[config.mk]
export PLATFORM = sky130hd
export DESIGN_NAME = spi_flash_decoder_flat
export DESIGN_NICKNAME = d
export VERILOG_FILES = /design/src/pkg/spi_flash_pkg.sv /design/src/pkg/spi_link_if.sv /design/src/rtl/spi_flash_decoder.sv /design/src/flat_wrapper.sv
export VERILOG_INCLUDE_DIRS = /design/src /design/src/pkg
export SDC_FILE = /design/constraint.sdc
export NUM_CORES = 1
export LEC_CHECK = 0
export BUFFER_PORTS_ARGS = -buffer_cell sky130_fd_sc_hd__buf_2
export CAP_MARGIN = 15
export CORE_ASPECT_RATIO = 1.1
export CORE_MARGIN = 1.5
export CORE_UTILIZATION = 61
export CTS_CLUSTER_SIZE = 12
export DETAILED_ROUTE_END_ITERATION = 8
export PLACE_DENSITY = 0.84
export SLEW_MARGIN = 30
export SYNTH_ARGS = -nofsm -noshare
export SYNTH_HDL_FRONTEND = slang
export SYNTH_SLANG_ARGS = --single-unit
[constraint.sdc]
create_clock -name mclk -period 6.57 [get_ports mclk]
set_clock_uncertainty 0.15 [all_clocks]
set_input_delay 1.314 -clock mclk [delete_from_list [all_inputs] [get_ports mclk]]
set_output_delay 1.314 -clock mclk [all_outputs]
set_load 0.02 [all_outputs]
[src/pkg/spi_flash_map.svh]
// Purpose: opcode values, register offsets and fields for the flash link
// Assumes: included by bare name wherever a value is needed
// Notes:   host offsets are byte addresses on the AXI4-Lite bus
`ifndef SPI_FLASH_MAP_SVH
`define SPI_FLASH_MAP_SVH
// ======================================================
// array reads
`define OP_PLAIN_READ        8'h03
`define OP_PLAIN_READ_WIDE   8'h13
`define OP_FAST_READ         8'h0B
`define OP_FAST_READ_WIDE    8'h0C
`define OP_DDR_FAST_READ     8'h0D
`define OP_DDR_FAST_WIDE     8'h0E
`define OP_DUAL_OUT_READ     8'h3B
`define OP_DUAL_OUT_WIDE     8'h3C
`define OP_QUAD_OUT_READ     8'h6B
`define OP_QUAD_OUT_WIDE     8'h6C
`define OP_DUAL_IO_READ      8'hBB
`define OP_DUAL_IO_WIDE      8'hBC
`define OP_DDR_DUAL_IO_READ  8'hBD
`define OP_DDR_QUAD_IO_READ  8'hED
// ======================================================
// program and erase
`define OP_PAGE_PROGRAM      8'h02
`define OP_QUAD_PAGE_PROGRAM 8'h32
`define OP_SMALL_ERASE       8'h20
`define OP_LARGE_ERASE       8'hD8
// ======================================================
// identification and registers
`define OP_MAKER_SIG_READ    8'h90
`define OP_IDENTITY_READ     8'h9F
`define OP_SIGNATURE_READ    8'hAB
`define OP_STATUS_ONE_READ   8'h05
`define OP_STATUS_TWO_READ   8'h07
`define OP_CONFIG_READ       8'h35
`define OP_STATUS_CFG_WRITE  8'h01
`define OP_WRITE_DISABLE     8'h04
`define OP_WRITE_ENABLE      8'h06
`define OP_FAIL_CLEAR        8'h30
`define OP_BANK_READ         8'h16
`define OP_BANK_WRITE        8'h17
`define OP_BANK_ACCESS       8'hB9
`define OP_LEARN_READ        8'h41
`define OP_LEARN_NV_PROGRAM  8'h43
`define OP_LEARN_VOL_WRITE   8'h4A
// ======================================================
// bank register layout
`define BANK_RESET           8'h00
`define BANK_WIDE_BIT        7
`define BANK_NUM_F           6:0
`define ADDR_STD_BYTES       3'h3
`define ADDR_WIDE_BYTES      3'h4
`define LOW_ADDR_F           23:0
// ======================================================
// host controller registers
`define REG_CMD              8'h00
`define REG_ADDR             8'h04
`define REG_TXD              8'h08
`define REG_RXD              8'h0C
`define REG_STAT             8'h10
`define CMD_OP_F             7:0
`define CMD_ALEN_F           10:8
`define CMD_DLEN_F           13:11
`define RESP_OKAY            2'h0
`define RESP_SLVERR          2'h2
`endif

[src/pkg/spi_flash_pkg.sv]
// Purpose: shared types of the flash link ends
// Assumes: nothing
// Notes:   opcode values live in spi_flash_map.svh
package spi_flash_pkg;
  // ======================================================
  // opcode class
  typedef struct packed {
    logic known;
    logic hasAddr;
    logic wideOnly;
    logic dataOut;
    logic dataIn;
  } op_info_t;
  localparam op_info_t INFO_NONE = 5'h00;
  localparam op_info_t INFO_RD   = 5'h1A;
  localparam op_info_t INFO_RDW  = 5'h1E;
  localparam op_info_t INFO_PROG = 5'h19;
  localparam op_info_t INFO_ERAS = 5'h18;
  localparam op_info_t INFO_OUT  = 5'h12;
  localparam op_info_t INFO_IN   = 5'h11;
  localparam op_info_t INFO_BARE = 5'h10;
  // ======================================================
  // states
  typedef enum logic [4:0] {
    D_OPC  = 5'h01,
    D_ADDR = 5'h02,
    D_IN   = 5'h04,
    D_OUT  = 5'h08,
    D_IGN  = 5'h10
  } dev_state_t;
  typedef enum logic [2:0] {
    H_IDLE = 3'h1,
    H_RUN  = 3'h2,
    H_END  = 3'h4
  } host_state_t;
endpackage

[src/pkg/spi_link_if.sv]
// Purpose: serial link between controller and flash decoder
// Assumes: single-bit lanes, mode 0 clocking
// Notes:   no clocking block; both ends sample on their own clock
interface spi_link_if;
  logic sck;
  logic csN;
  logic mosi;
  logic miso;
  modport flash (input sck, input csN, input mosi, output miso);
  modport ctrl  (output sck, output csN, output mosi, input miso);
endinterface

[src/rtl/spi_flash_decoder.sv]
// Purpose: instruction decoder and bank address logic of the flash end
// Assumes: mode 0 link, sck far slower than mclk (>= 8 mclk per half)
// Notes:   dummy cycles and multi-lane data are outside this block
// Summary of operation
// - decode DDR reads 0D, BD, ED
// - decode program 02, 32 and erase 20, D8
// - 3-byte address is offset inside bank
// - host writes bank before reaching upper banks
// - bank applies to read, program, erase
// - bank register gives top address byte
// - bank register volatile, resets to bank zero
// - reads stream on across banks without delay
// - bank used at start only, never updated
// - bank 00 at 0, 01 at 01000000
// - identity ops 90, 9F, AB; AB slow
// - register ops 05 07 35 01 04 06 30
// - bank read 16, write 17, B9 access
// - learning ops 41, 43, 4A
// - plain read 03 and 13, slow clock
// - fast read 0B and 0C
// - DDR fast read 0D and 0E
// - dual out 3B/3C, quad out 6B/6C
// - dual I/O BB/BC, DDR dual BD
// - wide bit set means 32-bit address
// - bytes and bits most significant first
//
// The AXI4-Lite register port and the address map were decided locally.
`include "spi_flash_map.svh"
module spi_flash_decoder (
  input  wire logic        mclk,
  input  wire logic        resetn,
  spi_link_if.flash        link,
  output logic             cmdValid,
  output logic [7:0]       cmdCode,
  output logic [31:0]      cmdAddr,
  output logic [31:0]      dataAddr,
  input  wire logic [7:0]  dataIn,
  output logic             wrValid,
  output logic [7:0]       wrByte,
  output logic [7:0]       bankSel,
  output logic             cmdEnd
);
  // ======================================================
  // opcode table
  function automatic spi_flash_pkg::op_info_t decodeOp(
    input logic [7:0] code);
    spi_flash_pkg::op_info_t r;
    r = spi_flash_pkg::INFO_NONE;
    unique case (code)
      `OP_DDR_FAST_READ,
      `OP_DDR_DUAL_IO_READ,
      `OP_DDR_QUAD_IO_READ,
      `OP_PLAIN_READ,
      `OP_FAST_READ,
      `OP_DUAL_OUT_READ, `OP_QUAD_OUT_READ,
      `OP_DUAL_IO_READ: r = spi_flash_pkg::INFO_RD;
      `OP_PLAIN_READ_WIDE,
      `OP_FAST_READ_WIDE,
      `OP_DDR_FAST_WIDE,
      `OP_DUAL_OUT_WIDE, `OP_QUAD_OUT_WIDE,
      `OP_DUAL_IO_WIDE: r = spi_flash_pkg::INFO_RDW;
      `OP_PAGE_PROGRAM,
      `OP_QUAD_PAGE_PROGRAM: r = spi_flash_pkg::INFO_PROG;
      `OP_SMALL_ERASE,
      `OP_LARGE_ERASE: r = spi_flash_pkg::INFO_ERAS;
      `OP_MAKER_SIG_READ, `OP_IDENTITY_READ,
      `OP_SIGNATURE_READ: r = spi_flash_pkg::INFO_OUT;
      `OP_STATUS_ONE_READ, `OP_STATUS_TWO_READ,
      `OP_CONFIG_READ: r = spi_flash_pkg::INFO_OUT;
      `OP_STATUS_CFG_WRITE: r = spi_flash_pkg::INFO_IN;
      `OP_WRITE_DISABLE, `OP_WRITE_ENABLE,
      `OP_FAIL_CLEAR: r = spi_flash_pkg::INFO_BARE;
      `OP_BANK_READ: r = spi_flash_pkg::INFO_OUT;
      `OP_BANK_WRITE,
      `OP_BANK_ACCESS: r = spi_flash_pkg::INFO_IN;
      `OP_LEARN_READ: r = spi_flash_pkg::INFO_OUT;
      `OP_LEARN_NV_PROGRAM,
      `OP_LEARN_VOL_WRITE: r = spi_flash_pkg::INFO_IN;
      default: r = spi_flash_pkg::INFO_NONE;
    endcase
    return r;
  endfunction

  // ======================================================
  // pin synchronisers and edge detect
  logic [1:0] sckS;
  logic [1:0] csS;
  logic [1:0] mosiS;
  logic       sckD;
  logic       csD;

  // link pins come from another domain: two flops each
  always_ff @(posedge mclk) begin
    if (!resetn) begin
      sckS  <= 2'h0;
      csS   <= 2'h3;
      mosiS <= 2'h0;
      sckD  <= 1'b0;
      csD   <= 1'b1;
    end else begin
      sckS  <= {sckS[0], link.sck};
      csS   <= {csS[0], link.csN};
      mosiS <= {mosiS[0], link.mosi};
      sckD  <= sckS[1];
      csD   <= csS[1];
    end
  end

  wire sckRise = sckS[1] & ~sckD;
  wire sckFall = ~sckS[1] & sckD;
  wire csHigh  = csS[1];
  wire csRise  = csS[1] & ~csD;

  // ======================================================
  // state and byte assembly
  spi_flash_pkg::dev_state_t state;
  spi_flash_pkg::dev_state_t next_state;
  spi_flash_pkg::op_info_t   info;
  logic [7:0]  inSh;
  logic [2:0]  bitCnt;
  logic [23:0] addrSh;
  logic [2:0]  addrLeft;
  logic [7:0]  outSh;
  logic [2:0]  outCnt;
  logic        misoReg;
  logic        firstIn;
  logic [31:0] curAddr;

  // bits arrive most significant first, byte after byte
  wire [7:0] inByte   = {inSh[6:0], mosiS[1]};
  wire       byteDone = sckRise & (bitCnt == 3'h7);
  wire spi_flash_pkg::op_info_t opInfo = decodeOp(inByte);
  wire       wideMode = bankSel[`BANK_WIDE_BIT];
  wire       lastAddr = (addrLeft == 3'h1);
  wire [31:0] fullAddr = {addrSh, inByte};
  // 3-byte form is an offset in the selected bank
  wire [31:0] startAddr = (info.wideOnly | wideMode) ? fullAddr
    : {1'b0, bankSel[`BANK_NUM_F], fullAddr[`LOW_ADDR_F]};
  wire [2:0] addrBytes = (opInfo.wideOnly | wideMode)
    ? `ADDR_WIDE_BYTES : `ADDR_STD_BYTES;
  wire isBankRd = (cmdCode == `OP_BANK_READ);
  wire isBankWr = (cmdCode == `OP_BANK_WRITE) |
                  (cmdCode == `OP_BANK_ACCESS);
  wire [7:0] outByte = isBankRd ? bankSel : dataIn;

  // phase selection after the byte that ends a phase
  wire spi_flash_pkg::dev_state_t afterOpc =
    !opInfo.known  ? spi_flash_pkg::D_IGN :
    opInfo.hasAddr ? spi_flash_pkg::D_ADDR :
    opInfo.dataOut ? spi_flash_pkg::D_OUT :
    opInfo.dataIn  ? spi_flash_pkg::D_IN : spi_flash_pkg::D_IGN;
  wire spi_flash_pkg::dev_state_t afterAddr =
    info.dataOut ? spi_flash_pkg::D_OUT :
    info.dataIn  ? spi_flash_pkg::D_IN : spi_flash_pkg::D_IGN;
  assign next_state =
    (state == spi_flash_pkg::D_OPC) ? afterOpc :
    (state == spi_flash_pkg::D_ADDR && lastAddr) ? afterAddr : state;

  // deselect always returns to opcode phase
  always_ff @(posedge mclk) begin
    if (!resetn || csHigh)
      state <= spi_flash_pkg::D_OPC;
    else if (byteDone)
      state <= next_state;
  end

  // bit counter and input shifter
  always_ff @(posedge mclk) begin
    if (!resetn || csHigh) begin
      bitCnt <= 3'h0;
      inSh   <= 8'h00;
    end else if (sckRise) begin
      bitCnt <= bitCnt + 3'h1;
      inSh   <= inByte;
    end
  end

  // ======================================================
  // opcode latch and address collection
  wire takeOpc  = byteDone && state == spi_flash_pkg::D_OPC;
  wire takeAddr = byteDone && state == spi_flash_pkg::D_ADDR;
  wire takeData = byteDone && state == spi_flash_pkg::D_IN;
  wire issueNow = (takeOpc && opInfo.known && !opInfo.hasAddr) ||
                  (takeAddr && lastAddr);

  always_ff @(posedge mclk) begin
    if (!resetn) begin
      info     <= spi_flash_pkg::INFO_NONE;
      cmdCode  <= 8'h00;
      addrLeft <= 3'h0;
      addrSh   <= 24'h000000;
    end else if (takeOpc) begin
      info     <= opInfo;
      cmdCode  <= inByte;
      addrLeft <= addrBytes;
      addrSh   <= 24'h000000;
    end else if (takeAddr) begin
      addrSh   <= fullAddr[`LOW_ADDR_F];
      addrLeft <= addrLeft - 3'h1;
    end
  end

  // command report; unknown codes never raise it
  always_ff @(posedge mclk) begin
    if (!resetn) begin
      cmdValid <= 1'b0;
      cmdAddr  <= 32'h00000000;
    end else begin
      cmdValid <= issueNow;
      if (takeAddr && lastAddr)
        cmdAddr <= startAddr;
      else if (issueNow)
        cmdAddr <= 32'h00000000;
    end
  end

  // ======================================================
  // running address: bank feeds only the start
  always_ff @(posedge mclk) begin
    if (!resetn)
      curAddr <= 32'h00000000;
    else if (takeAddr && lastAddr)
      curAddr <= startAddr;
    else if (issueNow)
      curAddr <= 32'h00000000;
    else if (takeData ||
             (sckFall && state == spi_flash_pkg::D_OUT &&
              outCnt == 3'h0))
      curAddr <= curAddr + 32'h00000001;   // no bank wrap, no stall
  end
  assign dataAddr = curAddr;

  // ======================================================
  // write data and bank register
  always_ff @(posedge mclk) begin
    if (!resetn) begin
      wrValid <= 1'b0;
      wrByte  <= 8'h00;
      firstIn <= 1'b0;
    end else begin
      wrValid <= takeData;
      if (takeData)
        wrByte <= inByte;
      if (issueNow)
        firstIn <= 1'b1;
      else if (takeData)
        firstIn <= 1'b0;
    end
  end

  // only the first data byte of a bank write lands;
  // streaming never touches it
  always_ff @(posedge mclk) begin
    if (!resetn)
      bankSel <= `BANK_RESET;
    else if (takeData && firstIn && isBankWr)
      bankSel <= inByte;
  end

  // ======================================================
  // read data out, changed on falling sck
  always_ff @(posedge mclk) begin
    if (!resetn || csHigh) begin
      outCnt  <= 3'h0;
      outSh   <= 8'h00;
      misoReg <= 1'b0;
    end else if (sckFall && state == spi_flash_pkg::D_OUT) begin
      outCnt <= outCnt + 3'h1;
      if (outCnt == 3'h0) begin
        misoReg <= outByte[7];
        outSh   <= {outByte[6:0], 1'b0};
      end else begin
        misoReg <= outSh[7];
        outSh   <= {outSh[6:0], 1'b0};
      end
    end
  end
  assign link.miso = misoReg;

  // end of frame marker for the array side
  always_ff @(posedge mclk) begin
    if (!resetn)
      cmdEnd <= 1'b0;
    else
      cmdEnd <= csRise;
  end
endmodule // spi_flash_decoder

[src/flat_wrapper.sv]
// flat-port wrapper written by rule: the top's interface ports become plain ports
module spi_flash_decoder_flat 
  (mclk, resetn, cmdValid, cmdCode, cmdAddr, dataAddr, dataIn, wrValid, wrByte, bankSel, cmdEnd, link_sck, link_csN, link_mosi, link_miso);
  spi_link_if link_i ();
  input  wire logic mclk;
  input  wire logic resetn;
  output logic cmdValid;
  output logic [7:0] cmdCode;
  output logic [31:0] cmdAddr;
  output logic [31:0] dataAddr;
  input  wire logic [7:0] dataIn;
  output logic wrValid;
  output logic [7:0] wrByte;
  output logic [7:0] bankSel;
  output logic cmdEnd;
  input wire logic [$bits(link_i.sck)-1:0] link_sck;
  input wire logic [$bits(link_i.csN)-1:0] link_csN;
  input wire logic [$bits(link_i.mosi)-1:0] link_mosi;
  output wire logic [$bits(link_i.miso)-1:0] link_miso;
  assign link_i.sck = link_sck;
  assign link_i.csN = link_csN;
  assign link_i.mosi = link_mosi;
  assign link_miso = link_i.miso;
  spi_flash_decoder u_core (.mclk(mclk), .resetn(resetn), .link(link_i), .cmdValid(cmdValid), .cmdCode(cmdCode), .cmdAddr(cmdAddr), .dataAddr(dataAddr), .dataIn(dataIn), .wrValid(wrValid), .wrByte(wrByte), .bankSel(bankSel), .cmdEnd(cmdEnd));
endmodule
==> metrics.md <==
| Metric | Value |
|---|---|
| Hold path depth | `1` |
| Via/cell ratio | `6.085` |
| Worst setup EP type | `flip-flop` |
| Hold/Removal Path Class | `flip-flop to flip-flop` |
| Critical setup path kind | `flip-flop to flip-flop` |
| Syn nets | `a little over 900` |
| Max-slew violations | `0` |
| Num CTS Buffers | `17` |
| Worst-path maximum fanout | `19` |
| H-Tree Depth | `4` |
| I/O pins | `between 100 and 150` |
| Sequential element share of the synthesized area | `43.83%` |
| # resized after CTS | `0` |
| Post-synthesis async set-or-reset flop share | `0%` |
| Post-synth top area share | `43.83%` |
| Worst Path Required | `6770 ps` |
| Std-Cell Rows | `41` |
| Leak pwr | `3.432 nW` |
| DP Wirelength | `12.72 mm` |
| Die ar. | `12340 um2` |
| Mean Syn Cell Area | `8.042 um2` |
| Root Buffer Master | `clkbuf_16` |
| Crit path depth | `8` |
| Final period utilization | `61.80%` |
| Post-synth top area cell | `dfxtp_1` |
| CP startpoint kind | `flip-flop` |
| Hold_buf cts | `0` |
| Die X | `106.1 um` |
| Max incr delay on CP | `760 ps` |
| Final Hold Vio Count | `0` |
| Final GP Congestion | `0.9892` |
| # DRC | `0` |
| Nets@finish | `974` |
| Port bufs | `104` |
| Gr ovfl total | `0` |
| Final worst slack | `2510 ps` |
| Total of max-cap violations | `0` |
| Post-CTS setup buffers | `0` |
| Worst-margin pin slew | `876.2 ps` |
| CP arrival | `about 4300 ps` |
| Pwr dens | `241.0 nW/um2` |
| Area contributors post-synth | `dfxtp_1, nand2_1, a21oi_1` |
| Largest net degree at the start of global routing | `56` |
| Number of synthesized flops with an enable pin | `0` |
| Cell count after synthesis | `~900` |
| Wirelength per Cell | `roughly 17 um` |
| Setup TNS | `0 ps` |
| Grt peak-use layer | `met2` |
| TritonCTS Sinks | `between 150 and 200` |
| Crit-path leading delay family | `compound AO/OA/AOI/OAI gates` |
| Status | `completed` |
| Min cycle time layout | `4060 ps` |
| Global-route wire length before repair | `30.17 mm` |
| Fmax | `about 0.25 GHz` |
| RSZ-0062 raised after global routing | `false` |
| M1 GR Usage | `40.67%` |
| Synth Cell Area | `7126 um2` |
| Pre-CTS setup slack | `2445 ps` |
| Total Routing Usage GR | `30.94%` |
| Dpl cells | `about 1100` |
| Synth Flop Type | `dfxtp_1` |
| Post-Layout Cell Count | `1117` |
| Top cells by count, synth | `nand2_1, dfxtp_1, a21oi_1, nor2_1, clkbuf_1` |
| Via count | `around 7000` |
| Initial Util | `62.29%` |
| Vias in the first global route | `5895` |
| Chip height | `116.4 um` |
| Antenna cells | `0` |
| Buffer depth of the longest clock path | `2` |
| Initial antenna violation count | `0` |
| CTS tree | `built` |
| YS warnings | `0` |
| Iter 0 DRT Violations | `666` |
| Core Box Area | `11440 um2` |
| CP cell instances | `nor2b_1 -> nand2_1 -> nor2_2 -> nand3_1 -> o31a_1 -> o21ai_2 -> o21ai_0 -> a211oi_2` |
| Synthesis-to-finish area growth | `15.36%` |
| Worst slew margin | `41.58%` |
| Yosys cell types | `70` |
| Clock Latency Late Sink | `~420 ps` |
| Peak supply drop | `roughly 0.20 mV` |
| Share of post-route cells with drive strength above 1 | `17.79%` |
| Critical path's slowest cell | `o21ai_2` |
| Crit path buffers/inverters | `0` |
| Antenna viol nets, final | `0` |
| Routed Wire Length | `18.99 mm` |
| Yosys reg bits | `between 150 and 200` |
| Worst reg2reg path depth | `8` |
| Met2 Resource Use GR | `50.26%` |
| Setup Viol. Count Final | `0` |
| Most frequent cell after synthesis | `nand2_1` |
| Length of the first detailed-routing pass in iterations | `6` |
| PnR Total Power | `0.001981 W` |
| Met3 Use GR | `about 5.7%` |
| Worst-path clk slew | `60 ps` |
-- where the power goes --
group	total, W	switching (W)	internal (W)
Sequential	0.000950	0.00000236	0.000948
Combinational	0.0000291	0.0000212	0.00000789
Clock	0.00100	0.000384	0.000617
Total	0.00198	0.000408	0.00157
-- cell usage in the layout, fill, tap and decap left out, types with 9 or more instances in the layout --
| cell | netlist | final |
|---|---|---|
| inv_1 | 17 | 17 |
| nand3_1 | 25 | 25 |
| dfxtp_1 | 156 | 156 |
| and2_1 | 11 | 11 |
| nor2_1 | 83 | 82 |
| a21oi_1 | 120 | 120 |
| clkbuf_16 | 0 | 17 |
| nand2_1 | 181 | 181 |
| nand2b_1 | 9 | 9 |
| buf_2 | 12 | 104 |
| o211a_1 | 9 | 9 |
| mux2i_1 | 24 | 24 |
| o21ai_0 | 19 | 19 |
| a211oi_1 | 13 | 13 |
| nor3_1 | 11 | 11 |
-- layout make-up --
type | instances | area, um2
Tap cell | 150 | 187.7
Clock buffer | 22 | 464.2
Multi-Input combinational cell | 652 | 3669
Inverter | 18 | 67.56
Timing Repair Buffer | 109 | 569.3
Clock inverter | 10 | 140.1
Fill cell | 918 | 3219
Sequential cell | 156 | 3123
-- routing by layer --
layer / routed length, um / vias to the layer above
li1: - / 3217
met1: 8042 / 3184
met2: 8900 / 339
met3: 1458 / 57
met4: 591 / 0
met5: 0 / -
-- flip-flops by register name (all words and copies together), names as in the netlist, 2 cells and up --
register and cells:
u_core.inSh 7, u_core.outSh 7, u_core.csS 2, u_core.cmdAddr 32
u_core.wrByte 8, u_core.outCnt 3, u_core.addrLeft 3, u_core.dataAddr 32
u_core.state 5, u_core.bankSel 8, u_core.addrSh 24, u_core.bitCnt 3
u_core.sckS 2, u_core.info 3, u_core.mosiS 2, u_core.cmdCode 8
-- worst paths after layout --
kind | to | startpoint | slack (ps)
min | u_core.cmdEnd$_SDFF_PN0_ | u_core.csD$_SDFF_PN1_ | 250
max | u_core.dataAddr[14]$_SDFFE_PN0P_ | u_core.sckS[1]$_SDFF_PN0_ | 2510
min reg2reg | u_core.cmdEnd$_SDFF_PN0_ | u_core.csD$_SDFF_PN1_ | 250
max reg2reg | u_core.dataAddr[14]$_SDFFE_PN0P_ | u_core.sckS[1]$_SDFF_PN0_ | 2510
-- cell families after synthesis --
logic type | after synthesis | synth area share [%]
AOI/OAI and AO/OA | 226 | 20.47
xor gates and xnor gates | 6 | 0.7375
adders and majority gates | 7 | 1.229
buffers and inverters | 78 | 4.811
DFF | 156 | 43.83
muxes | 28 | 4.003
and+or+nand+nor | 385 | 24.92
-- per-stage QoR --
step	cell area [um2]	hold WS [ps]	utilization, %
final	8220	250.9	71.86
after CTS	8214	252.3	71.80
after detailed placement	7610	240.3	66.52
after global placement	7581	220.9	66.27
after floorplan	7126	217.0	-
after global routing	8220	267.9	71.86
Note: power is estimated with default switching activity, not from simulation.
